### src/rtl/lio_pkg.sv
// Shared constants for the legacy I/O positive decode block.
package lio_pkg;

    // Configuration offsets of the two device resource registers.
    localparam logic [7:0]  OFF_RES_A    = 8'h5c;
    localparam logic [7:0]  OFF_RES_B    = 8'h60;

    // Reset values; bit 27 of resource B is reserved and never stored.
    localparam logic [31:0] RST_RES_A    = 32'h0000_0000;
    localparam logic [31:0] RST_RES_B    = 32'h0000_0000;
    localparam logic [31:0] RES_B_WMASK  = 32'hf7ff_ffff;

    // Field positions in resource A.
    localparam int A_MUS_EN     = 0;
    localparam int A_MUS_SEL    = 1;
    localparam int A_SND_EN     = 3;
    localparam int A_JOY_EN     = 4;
    localparam int A_SND_SEL    = 5;
    localparam int A_COD_EN     = 7;
    localparam int A_COD_SEL    = 8;
    localparam int A_SND_FWD    = 25;
    localparam int A_KBD_EN     = 28;

    // Field positions in resource B.
    localparam int B_BASE       = 0;
    localparam int B_MASK       = 16;
    localparam int B_MUS_FWD    = 20;
    localparam int B_GEN_MON    = 21;
    localparam int B_GEN_FWD    = 22;
    localparam int B_GEN_CS     = 23;
    localparam int B_COD_FWD    = 24;
    localparam int B_LPT_SEL    = 25;
    localparam int B_FLP_SEL    = 28;
    localparam int B_FLP_FWD    = 29;
    localparam int B_KBD_FWD    = 30;
    localparam int B_JOY_FWD    = 31;

    // Sound card windows: base steps by 20h, main 16 bytes, aux 4 bytes.
    localparam logic [15:0] SND_BASE     = 16'h0220;
    localparam logic [15:0] SND_MAIN_LEN = 16'h000f;
    localparam logic [15:0] SND_AUX_OFF  = 16'h0010;
    localparam logic [15:0] SND_AUX_LEN  = 16'h0003;
    localparam logic [15:0] FM_LO        = 16'h0388;
    localparam logic [15:0] FM_HI        = 16'h038b;

    // Joystick, music and keyboard ports.
    localparam logic [15:0] JOY_LO       = 16'h0200;
    localparam logic [15:0] JOY_HI       = 16'h0207;
    localparam logic [15:0] MUS_BASE     = 16'h0300;
    localparam logic [15:0] MUS_LEN      = 16'h0003;
    localparam logic [15:0] KBD_DATA     = 16'h0060;
    localparam logic [15:0] KBD_CMD      = 16'h0064;

    // Floppy: six-byte block plus one extra port at offset 7.
    localparam logic [15:0] FLP_PRI      = 16'h03f0;
    localparam logic [15:0] FLP_SEC      = 16'h0370;
    localparam logic [15:0] FLP_LEN      = 16'h0005;
    localparam logic [15:0] FLP_XTRA     = 16'h0007;

    // Parallel port: main block and a three-byte block 400h above it.
    localparam logic [15:0] LPT_BASE0    = 16'h03bc;
    localparam logic [15:0] LPT_BASE1    = 16'h0378;
    localparam logic [15:0] LPT_BASE2    = 16'h0278;
    localparam logic [15:0] LPT_LEN0     = 16'h0003;
    localparam logic [15:0] LPT_LEN12    = 16'h0007;
    localparam logic [15:0] LPT_AUX_OFF  = 16'h0400;
    localparam logic [15:0] LPT_AUX_LEN  = 16'h0002;

    // Audio codec eight-byte windows.
    localparam logic [15:0] COD_BASE0    = 16'h0530;
    localparam logic [15:0] COD_BASE1    = 16'h0604;
    localparam logic [15:0] COD_BASE2    = 16'h0e80;
    localparam logic [15:0] COD_BASE3    = 16'h0f40;
    localparam logic [15:0] COD_LEN      = 16'h0007;

    // Index of each device in the monitor hit vector.
    localparam int NUM_DEV = 9;
    localparam int DEV_SND = 0;
    localparam int DEV_JOY = 1;
    localparam int DEV_MUS = 2;
    localparam int DEV_KBD = 3;
    localparam int DEV_FLP = 4;
    localparam int DEV_LPT = 5;
    localparam int DEV_COD = 6;
    localparam int DEV_GEN = 7;
    localparam int DEV_EC  = 8;

endpackage : lio_pkg

### src/rtl/lio_range_cmp.sv
`timescale 1ns/1ns
// Inclusive window comparator: hit when lo <= addr <= hi.
module lio_range_cmp #(
    parameter int W = 16
) (
    // Address and window bounds.
    input  wire logic [W-1:0] addr_i,
    input  wire logic [W-1:0] lo_i,
    input  wire logic [W-1:0] hi_i,
    // Match result.
    output logic              hit_o
);

    // Both end addresses belong to the window.
    assign hit_o = (addr_i >= lo_i) && (addr_i <= hi_i);

endmodule : lio_range_cmp

### src/rtl/lio_cfg_regs.sv
`timescale 1ns/1ns
// Configuration space holder for the two device resource registers.
module lio_cfg_regs (
    // Clock and reset.
    input  wire logic        sys_clk_i,
    input  wire logic        rst_n_i,
    // Configuration access.
    input  wire logic        cfg_wr_i,
    input  wire logic        cfg_rd_i,
    input  wire logic [7:0]  cfg_offset_i,
    input  wire logic [3:0]  cfg_be_i,
    input  wire logic [31:0] cfg_wdata_i,
    output logic      [31:0] cfg_rdata_o,
    output logic             cfg_rvalid_o,
    // Stored register values.
    output logic      [31:0] res_a_o,
    output logic      [31:0] res_b_o
);

    logic [31:0] res_a_q, res_a_d;   // Resource A contents.
    logic [31:0] res_b_q, res_b_d;   // Resource B contents.
    logic [31:0] rdata_q, rdata_d;   // Read data holding register.
    logic        rvalid_q, rvalid_d; // Read answer strobe.
    logic [31:0] be_mask;            // Byte enables widened to bits.

    // Byte enables pick which lanes a write replaces.
    always_comb begin
        be_mask  = {{8{cfg_be_i[3]}}, {8{cfg_be_i[2]}}, {8{cfg_be_i[1]}}, {8{cfg_be_i[0]}}};
        res_a_d  = res_a_q;
        res_b_d  = res_b_q;
        rdata_d  = rdata_q;
        rvalid_d = cfg_rd_i;
        if (cfg_wr_i && cfg_offset_i == lio_pkg::OFF_RES_A) begin
            res_a_d = (res_a_q & ~be_mask) | (cfg_wdata_i & be_mask);
        end
        if (cfg_wr_i && cfg_offset_i == lio_pkg::OFF_RES_B) begin
            // The reserved bit stays zero whatever is written.
            res_b_d = ((res_b_q & ~be_mask) | (cfg_wdata_i & be_mask)) & lio_pkg::RES_B_WMASK;
        end
        if (cfg_rd_i) begin
            // Unmapped offsets read as zero.
            unique case (cfg_offset_i)
                lio_pkg::OFF_RES_A: rdata_d = res_a_q;
                lio_pkg::OFF_RES_B: rdata_d = res_b_q;
                default:            rdata_d = 32'h0000_0000;
            endcase
        end
    end

    // Registers start cleared so every decode enabled from them begins disabled.
    always_ff @(posedge sys_clk_i) begin
        if (!rst_n_i) begin
            res_a_q  <= lio_pkg::RST_RES_A;
            res_b_q  <= lio_pkg::RST_RES_B;
            rdata_q  <= 32'h0000_0000;
            rvalid_q <= 1'b0;
        end else begin
            res_a_q  <= res_a_d;
            res_b_q  <= res_b_d;
            rdata_q  <= rdata_d;
            rvalid_q <= rvalid_d;
        end
    end

    assign res_a_o      = res_a_q;
    assign res_b_o      = res_b_q;
    assign cfg_rdata_o  = rdata_q;
    assign cfg_rvalid_o = rvalid_q;

endmodule : lio_cfg_regs

### src/rtl/lio_positive_decode.sv
`timescale 1ns/1ns
// What this block does
// - Sound select picks one of four window pairs.
// - Joystick decode 200h-207h when enabled.
// - Sound decode adds synthesizer ports 388h-38Bh.
// - Music select picks one of four windows.
// - Music decode enable gates its window.
// - Joystick forward enable claims and forwards.
// - Keyboard forward claims ports 60h and 64h.
// - Floppy forward claims selected floppy range.
// - Floppy select: primary or secondary range.
// - Parallel select picks ranges; code 11 reserved.
// - Codec forward claims selected codec window.
// - Generic chip-select asserted inside generic range when forwarded.
// - Generic forward claims generic or controller range.
// - Generic monitor decodes base and mask range.
// - Music forward claims selected music window.
// - Resource B at 60h resets zero; bit 27 reserved.
// - Mask bits ignore address bits 3 to 0.
// - Base compares address bits 15 to 0.
module lio_positive_decode #(
    parameter logic [15:0] EC_BASE = 16'h0000, // Embedded controller window base.
    parameter logic [3:0]  EC_MASK = 4'h0      // Embedded controller ignored low bits.
) (
    // Clock and reset.
    input  wire logic        sys_clk_i,
    input  wire logic        rst_n_i,
    // Configuration access.
    input  wire logic        cfg_wr_i,
    input  wire logic        cfg_rd_i,
    input  wire logic [7:0]  cfg_offset_i,
    input  wire logic [3:0]  cfg_be_i,
    input  wire logic [31:0] cfg_wdata_i,
    output logic      [31:0] cfg_rdata_o,
    output logic             cfg_rvalid_o,
    // Enables held in other resource registers.
    input  wire logic        floppy_monitor_enable_i,
    input  wire logic        parallel_port_monitor_enable_i,
    input  wire logic        embedded_controller_enable_i,
    // PCI I/O cycle address phase.
    input  wire logic        io_cycle_i,
    input  wire logic [31:0] io_addr_i,
    // Decode results.
    output logic             claim_forward_o,
    output logic [8:0]       monitor_hit_o,
    output logic             programmable_chip_select_0_n_o
);

    // Window slots compared by the generate loop.
    localparam int W_SND  = 0;
    localparam int W_SNDX = 1;
    localparam int W_FM   = 2;
    localparam int W_JOY  = 3;
    localparam int W_MUS  = 4;
    localparam int W_KBD0 = 5;
    localparam int W_KBD1 = 6;
    localparam int W_FLP  = 7;
    localparam int W_FLPX = 8;
    localparam int W_LPT  = 9;
    localparam int W_LPTX = 10;
    localparam int W_COD  = 11;
    localparam int NWIN   = 12;

    logic [31:0] res_a;                    // Resource A contents.
    logic [31:0] res_b;                    // Resource B contents.
    logic [15:0] addr;                     // Low I/O address bits.
    logic        io_ok;                    // Valid I/O cycle in the 64K space.
    logic [15:0] win_lo [NWIN];            // Lower window bounds.
    logic [15:0] win_hi [NWIN];            // Upper window bounds.
    logic [NWIN-1:0] in_win;               // Per-window match.
    logic        lpt_ok;                   // Parallel select not reserved.
    logic [15:0] gen_ign;                  // Generic ignored address bits.
    logic [15:0] ec_ign;                   // Controller ignored address bits.
    logic        gen_match;                // Generic base and mask match.
    logic        ec_match;                 // Controller window match.
    logic [lio_pkg::NUM_DEV-1:0] dev_hit;  // Decoded per device.
    logic        fwd;                      // Claim and forward.
    logic        cs;                       // Generic chip-select.

    logic        claim_q, claim_d;         // Registered claim.
    logic [8:0]  hit_q, hit_d;             // Registered monitor hits.
    logic        cs_n_q, cs_n_d;           // Registered chip-select, low active.

    // Register storage and configuration answers.
    lio_cfg_regs u_regs (
        .sys_clk_i    (sys_clk_i),
        .rst_n_i      (rst_n_i),
        .cfg_wr_i     (cfg_wr_i),
        .cfg_rd_i     (cfg_rd_i),
        .cfg_offset_i (cfg_offset_i),
        .cfg_be_i     (cfg_be_i),
        .cfg_wdata_i  (cfg_wdata_i),
        .cfg_rdata_o  (cfg_rdata_o),
        .cfg_rvalid_o (cfg_rvalid_o),
        .res_a_o      (res_a),
        .res_b_o      (res_b)
    );

    // Only I/O cycles inside the 16-bit port space are considered.
    assign addr  = io_addr_i[15:0];
    assign io_ok = io_cycle_i && (io_addr_i[31:16] == 16'h0000);

    // Window bounds follow the select fields.
    always_comb begin
        win_lo[W_SND]  = lio_pkg::SND_BASE + {9'h000, res_a[lio_pkg::A_SND_SEL +: 2], 5'h00};
        win_hi[W_SND]  = win_lo[W_SND] + lio_pkg::SND_MAIN_LEN;
        win_lo[W_SNDX] = win_lo[W_SND] + lio_pkg::SND_AUX_OFF;
        win_hi[W_SNDX] = win_lo[W_SNDX] + lio_pkg::SND_AUX_LEN;
        win_lo[W_FM]   = lio_pkg::FM_LO;
        win_hi[W_FM]   = lio_pkg::FM_HI;
        win_lo[W_JOY]  = lio_pkg::JOY_LO;
        win_hi[W_JOY]  = lio_pkg::JOY_HI;
        win_lo[W_MUS]  = lio_pkg::MUS_BASE + {10'h000, res_a[lio_pkg::A_MUS_SEL +: 2], 4'h0};
        win_hi[W_MUS]  = win_lo[W_MUS] + lio_pkg::MUS_LEN;
        win_lo[W_KBD0] = lio_pkg::KBD_DATA;
        win_hi[W_KBD0] = lio_pkg::KBD_DATA;
        win_lo[W_KBD1] = lio_pkg::KBD_CMD;
        win_hi[W_KBD1] = lio_pkg::KBD_CMD;
        // Floppy primary or secondary block plus its extra port.
        win_lo[W_FLP]  = res_b[lio_pkg::B_FLP_SEL] ? lio_pkg::FLP_SEC : lio_pkg::FLP_PRI;
        win_hi[W_FLP]  = win_lo[W_FLP] + lio_pkg::FLP_LEN;
        win_lo[W_FLPX] = win_lo[W_FLP] + lio_pkg::FLP_XTRA;
        win_hi[W_FLPX] = win_lo[W_FLPX];
        // Parallel port main block; the reserved code matches nothing.
        lpt_ok = 1'b1;
        unique case (res_b[lio_pkg::B_LPT_SEL +: 2])
            2'h0: begin
                win_lo[W_LPT] = lio_pkg::LPT_BASE0;
                win_hi[W_LPT] = lio_pkg::LPT_BASE0 + lio_pkg::LPT_LEN0;
            end
            2'h1: begin
                win_lo[W_LPT] = lio_pkg::LPT_BASE1;
                win_hi[W_LPT] = lio_pkg::LPT_BASE1 + lio_pkg::LPT_LEN12;
            end
            2'h2: begin
                win_lo[W_LPT] = lio_pkg::LPT_BASE2;
                win_hi[W_LPT] = lio_pkg::LPT_BASE2 + lio_pkg::LPT_LEN12;
            end
            2'h3: begin
                win_lo[W_LPT] = lio_pkg::LPT_BASE0;
                win_hi[W_LPT] = lio_pkg::LPT_BASE0;
                lpt_ok        = 1'b0;
            end
        endcase
        win_lo[W_LPTX] = win_lo[W_LPT] + lio_pkg::LPT_AUX_OFF;
        win_hi[W_LPTX] = win_lo[W_LPTX] + lio_pkg::LPT_AUX_LEN;
        // Audio codec eight-byte window.
        unique case (res_a[lio_pkg::A_COD_SEL +: 2])
            2'h0: win_lo[W_COD] = lio_pkg::COD_BASE0;
            2'h1: win_lo[W_COD] = lio_pkg::COD_BASE1;
            2'h2: win_lo[W_COD] = lio_pkg::COD_BASE2;
            2'h3: win_lo[W_COD] = lio_pkg::COD_BASE3;
        endcase
        win_hi[W_COD] = win_lo[W_COD] + lio_pkg::COD_LEN;
    end

    // One inclusive comparator per window.
    for (genvar g = 0; g < NWIN; g++) begin : g_win
        lio_range_cmp #(.W(16)) u_cmp (
            .addr_i (addr),
            .lo_i   (win_lo[g]),
            .hi_i   (win_hi[g]),
            .hit_o  (in_win[g])
        );
    end

    // Masked matches: a set mask bit drops that low address bit.
    assign gen_ign   = {12'h000, res_b[lio_pkg::B_MASK +: 4]};
    assign ec_ign    = {12'h000, EC_MASK};
    assign gen_match = ((addr ^ res_b[lio_pkg::B_BASE +: 16]) & ~gen_ign) == 16'h0000;
    assign ec_match  = ((addr ^ EC_BASE) & ~ec_ign) == 16'h0000;

    // Per-device decode, each gated by its own enable.
    always_comb begin
        dev_hit = '0;
        dev_hit[lio_pkg::DEV_SND] = res_a[lio_pkg::A_SND_EN] && |in_win[W_FM:W_SND];
        dev_hit[lio_pkg::DEV_JOY] = res_a[lio_pkg::A_JOY_EN] && in_win[W_JOY];
        dev_hit[lio_pkg::DEV_MUS] = res_a[lio_pkg::A_MUS_EN] && in_win[W_MUS];
        dev_hit[lio_pkg::DEV_KBD] = res_a[lio_pkg::A_KBD_EN] && (in_win[W_KBD0] || in_win[W_KBD1]);
        dev_hit[lio_pkg::DEV_FLP] = floppy_monitor_enable_i && (in_win[W_FLP] || in_win[W_FLPX]);
        dev_hit[lio_pkg::DEV_LPT] = parallel_port_monitor_enable_i && lpt_ok
                                    && (in_win[W_LPT] || in_win[W_LPTX]);
        dev_hit[lio_pkg::DEV_COD] = res_a[lio_pkg::A_COD_EN] && in_win[W_COD];
        dev_hit[lio_pkg::DEV_GEN] = res_b[lio_pkg::B_GEN_MON] && gen_match;
        dev_hit[lio_pkg::DEV_EC]  = embedded_controller_enable_i && ec_match;
        if (!io_ok) begin
            dev_hit = '0;
        end
    end

    // Forwarding needs both the decode and the device forward enable.
    always_comb begin
        fwd = (dev_hit[lio_pkg::DEV_SND] && res_a[lio_pkg::A_SND_FWD])
           || (dev_hit[lio_pkg::DEV_JOY] && res_b[lio_pkg::B_JOY_FWD])
           || (dev_hit[lio_pkg::DEV_KBD] && res_b[lio_pkg::B_KBD_FWD])
           || (dev_hit[lio_pkg::DEV_FLP] && res_b[lio_pkg::B_FLP_FWD])
           || (dev_hit[lio_pkg::DEV_COD] && res_b[lio_pkg::B_COD_FWD])
           || (dev_hit[lio_pkg::DEV_MUS] && res_b[lio_pkg::B_MUS_FWD])
           || ((dev_hit[lio_pkg::DEV_GEN] || dev_hit[lio_pkg::DEV_EC])
               && res_b[lio_pkg::B_GEN_FWD]);
        // Chip-select covers the generic range only, not the controller.
        cs = dev_hit[lio_pkg::DEV_GEN] && res_b[lio_pkg::B_GEN_FWD] && res_b[lio_pkg::B_GEN_CS];
    end

    // Next output values, taken one cycle after the address phase.
    always_comb begin
        claim_d = fwd;
        hit_d   = dev_hit;
        cs_n_d  = !cs;
    end

    // Outputs come straight from flip-flops.
    always_ff @(posedge sys_clk_i) begin
        if (!rst_n_i) begin
            claim_q <= 1'b0;
            hit_q   <= 9'h000;
            cs_n_q  <= 1'b1;
        end else begin
            claim_q <= claim_d;
            hit_q   <= hit_d;
            cs_n_q  <= cs_n_d;
        end
    end

    assign claim_forward_o                = claim_q;
    assign monitor_hit_o                  = hit_q;
    assign programmable_chip_select_0_n_o = cs_n_q;
endmodule : lio_positive_decode

### config.mk
export PLATFORM = sky130hd
export DESIGN_NAME = lio_positive_decode
export DESIGN_NICKNAME = d
export VERILOG_FILES = /design/src/rtl/lio_pkg.sv /design/src/rtl/lio_range_cmp.sv /design/src/rtl/lio_cfg_regs.sv /design/src/rtl/lio_positive_decode.sv
export SDC_FILE = /design/constraint.sdc
export NUM_CORES = 1
export LEC_CHECK = 0
export ABC_AREA = 1
export BUFFER_PORTS_ARGS = -buffer_cell sky130_fd_sc_hd__clkbuf_2
export CAP_MARGIN = 20
export CORE_AREA = 5 5 107 109
export CTS_BUF_LIST = sky130_fd_sc_hd__clkbuf_4
export CTS_CLUSTER_DIAMETER = 200
export DETAILED_ROUTE_END_ITERATION = 6
export DIE_AREA = 0 0 112 114
export HOLD_SLACK_MARGIN = 0.15
export PLACE_DENSITY_LB_ADDON = 0.15
export SLEW_MARGIN = 30
export SYNTH_ARGS = -nofsm -noshare
export SYNTH_HDL_FRONTEND = slang
export SYNTH_SLANG_ARGS = --single-unit
### constraint.sdc
create_clock -name sys_clk_i -period 2.6 [get_ports sys_clk_i]
set_input_delay 0.52 -clock sys_clk_i [delete_from_list [all_inputs] [get_ports sys_clk_i]]
set_output_delay 0.52 -clock sys_clk_i [all_outputs]
set_load 0.05 [all_outputs]
==> impl_metrics.csv <==
group,metric,value,unit
clock_tree,cts_hold_buf,0,
logic_synthesis,synth-main-ff-cell,"dfxtp_1",
logic_synthesis,synth_edf_count,0,
detailed_routing,wl_per_cell,15.8,um
sta,holdWs,0.270,ns
power_and_ir_drop,intPower,0.00201,W
setup_path,critical_path_class,"flip-flop to flip-flop",
power_and_ir_drop,p_leak,3.03,nW
sta,max_freq,475,MHz
sta,finClkSkew,0.0190,ns
power_and_ir_drop,power,0.00290,W
run_status,outcome,"complete, no violations",
sta,slew_headroom,68.5,%
layout,register_area,2140,um2
logic_synthesis,synthTopCellsByArea,"dfxtp_1, inv_1, o21ai_0",
clock_tree,post_cts_buffers,0,
layout,multi_input_area,2840,um2
layout,drive_gt1_share,18.9,%
floorplanning,start_util,54.2,%
power_and_ir_drop,seqPwrFrac,57.9,%
detailed_routing,avgViaCountPerCell,5.35,
setup_path,startpoint_type,"flip-flop",
power_and_ir_drop,power_frac_clock,27.2,%
power_and_ir_drop,combPwrFrac,14.9,%
logic_synthesis,syn-cell-area,5690,um2
worst_hold_path,whs_path_depth,3,
floorplanning,rows,38,
global_routing,grt_antenna_before_repair,0,
sta,hold_viol,0,
logic_synthesis,ys_seq_elements,107,
setup_path,worst_setup_path_end_kind,"flip-flop",
clock_tree,clkLatencyLatePin,0.48,ns
clock_tree,numCtsBuffers,9,
place,hpwl,12700,um
logic_synthesis,async_flop_share,0,%
floorplanning,design.core.area,10500,um2
sta,setup_violations,0,
setup_path,crit_fanout,4,
logic_synthesis,synth_top_area_cell,"dfxtp_1",
place,gp_congestion,0.884,
place,portBuffers,127,
logic_synthesis,syn_avg_cell_area,7.19,um2
power_and_ir_drop,swShare,30.8,%
floorplanning,dieArea,12800,um2
detailed_routing,dr.pass1.iters,5,
sta,slew_violations,0,
global_routing,grt_use_total,26.1,%
layout,filler_cell_count,1033,
logic_synthesis,synth_most_common_cell,"inv_1",
sta,period_minus_slack,2.11,ns
global_routing,grt_overflow_total,0,
logic_synthesis,seq_area_frac_synth,37.6,%
detailed_routing,detail_route.iter0.violations,375,
sta,tightest_slew,0.471,ns
logic_synthesis,synth_cell_types,38,
power_and_ir_drop,powerDensity,448,nW/um2
logic_synthesis,syn_inst,792,
power_and_ir_drop,peakVddDrop,0.000297,V
detailed_routing,ant_nets,0,
sta,period_share,81.0,%
floorplanning,io-pin-count,128,
floorplanning,die_width,112,um
clock_tree,cts_tree,"built",
logic_synthesis,yosysWarnings,0,
clock_tree,h-tree-depth,3,
power_and_ir_drop,p_sw,0.000896,W
sta,rsz0062_at_grt,"no",
logic_synthesis,synth_common_cells,"inv_1, dfxtp_1, nor2_1, nand2_1, o21ai_0",
detailed_routing,num_vias,5592,
global_routing,grt_max_degree,93,
worst_hold_path,hold_class,"input port to flip-flop",
run,max_cap_violations,0,
sta,fin_tns_setup,0,ns
detailed_routing,wirelength,16500,um
clock_tree,ctsResizeCount,0,
clock_tree,cts_root_buf,"clkbuf_4",
setup_path,worst-r2r-cell-count,12,
logic_synthesis,syn-num-nets,910,
layout,area_growth,13.9,%
global_routing,grt_pass1_wl,26900,um
layout,nNetsFinal,1019,
clock_tree,cts_sinks,107,
layout,n_antenna_cell,0,
clock_tree,clk_pin_slew_worst_paths,0.18,ns
setup_path,crit_required,3.00,ns
floorplanning,die_h,114,um
clock_tree,cts_buffer_depth,2,
layout,utilization,61.7,%
setup_path,worstPathArrival,2.50,ns
logic_synthesis,yosysTopAreaCellShare,37.6,%
global_routing,grt_pass1_vias,5467,
detailed_routing,drcViolationCount,0,
-- layout make-up --
cell class | instances | area share (%)
clock buffer | 9 | 1.04
clock inverter | 6 | 0.772
inverter | 136 | 7.87
timing repair buffer | 132 | 10.8
tap | 140 | 2.70
sequential | 107 | 33.0
multi-input combinational | 515 | 43.8
-- worst max-delay path, stage by stage, from the launching register on --
cell and delay, ns:
dfxtp_1 0.38, inv_1 0.07, ha_1 0.39, inv_1 0.11, ha_1 0.31, nand2_1 0.06, nor3_1 0.17, and2_1 0.18
nand2_1 0.07, nand3_1 0.08, nand2_1 0.05, nand3_1 0.08, a21oi_1 0.07
-- per-stage QoR --
step	instance area [um2]	instances	setup WS [ns]
after detailed placement	6360	1030	0.470
final	6480	1045	0.493
after global routing	6480	1045	0.327
after floorplan	5690	792	0.829
after CTS	6480	1045	0.478
after global placement	6360	1030	0.505
-- power by group through the flow --
stage | Combinational (W) | Clock, W | Sequential, W
2_1_floorplan | 0.000173 | 0 | 0.00180
3_3_place_gp | 0.000420 | 0 | 0.00171
3_5_place_dp | 0.000429 | 0 | 0.00172
4_1_cts | 0.000431 | 0.000807 | 0.00168
5_1_grt | 0.000475 | 0.000872 | 0.00169
6_report | 0.000432 | 0.000791 | 0.00168
-- per-layer routing --
layer  up-vias  track usage (%)  wire [um]
met2       171             45.1       7860
met4         0             6.97        248
met5         -                0          0
met1      2597             33.7       7410
li1       2807                -          -
met3        17             4.83        996
-- cells in the final DEF (no fill, tap or decap), types with 2 or more instances in the layout --
master / synthesis / final
inv_1: 136 / 136
clkbuf_2: 0 / 127
dfxtp_1: 107 / 107
nor2_1: 104 / 104
nand2_1: 103 / 103
o21ai_0: 98 / 98
a21oi_1: 61 / 61
ha_1: 34 / 34
nand3_1: 31 / 31
o221ai_1: 27 / 27
nand4_1: 9 / 9
clkbuf_4: 0 / 9
nand2_2: 6 / 6
o21ai_1: 6 / 6
nand2_4: 4 / 4
nor3_1: 4 / 4
o21ai_2: 3 / 3
a21oi_2: 3 / 3
xnor2_1: 3 / 3
buf_4: 0 / 3
or2_2: 2 / 2
a221oi_1: 2 / 2
inv_8: 0 / 2
clkinvlp_4: 0 / 2
buf_12: 0 / 2
-- cell families (layout without fill, tap and decap cells) --
| family | Yosys count | in the layout | synth area share [%] |
|---|---|---|---|
| AOI/OAI and AO/OA | 207 | 207 | 20.9 |
| xor gates and xnor gates | 3 | 3 | 0.462 |
| adders and majority gates | 34 | 34 | 7.47 |
| buffers and inverters | 170 | 283 | 12.5 |
| DFF | 107 | 107 | 37.6 |
| and+or+nand+nor | 271 | 271 | 21.1 |
-- final timing paths --
check                                                    start                              to  slack, ns
worst min-delay path            parallel_port_monitor_enable_i                monitor_hit_o[5]       0.27
worst min register to register                       flip-flop  programmable_chip_select_0_n_o       0.44
worst max register to register                       flip-flop                monitor_hit_o[5]       0.49
worst max-delay path                                 flip-flop                monitor_hit_o[5]       0.49
No activity file was read; power rests on OpenSTA's default activity.
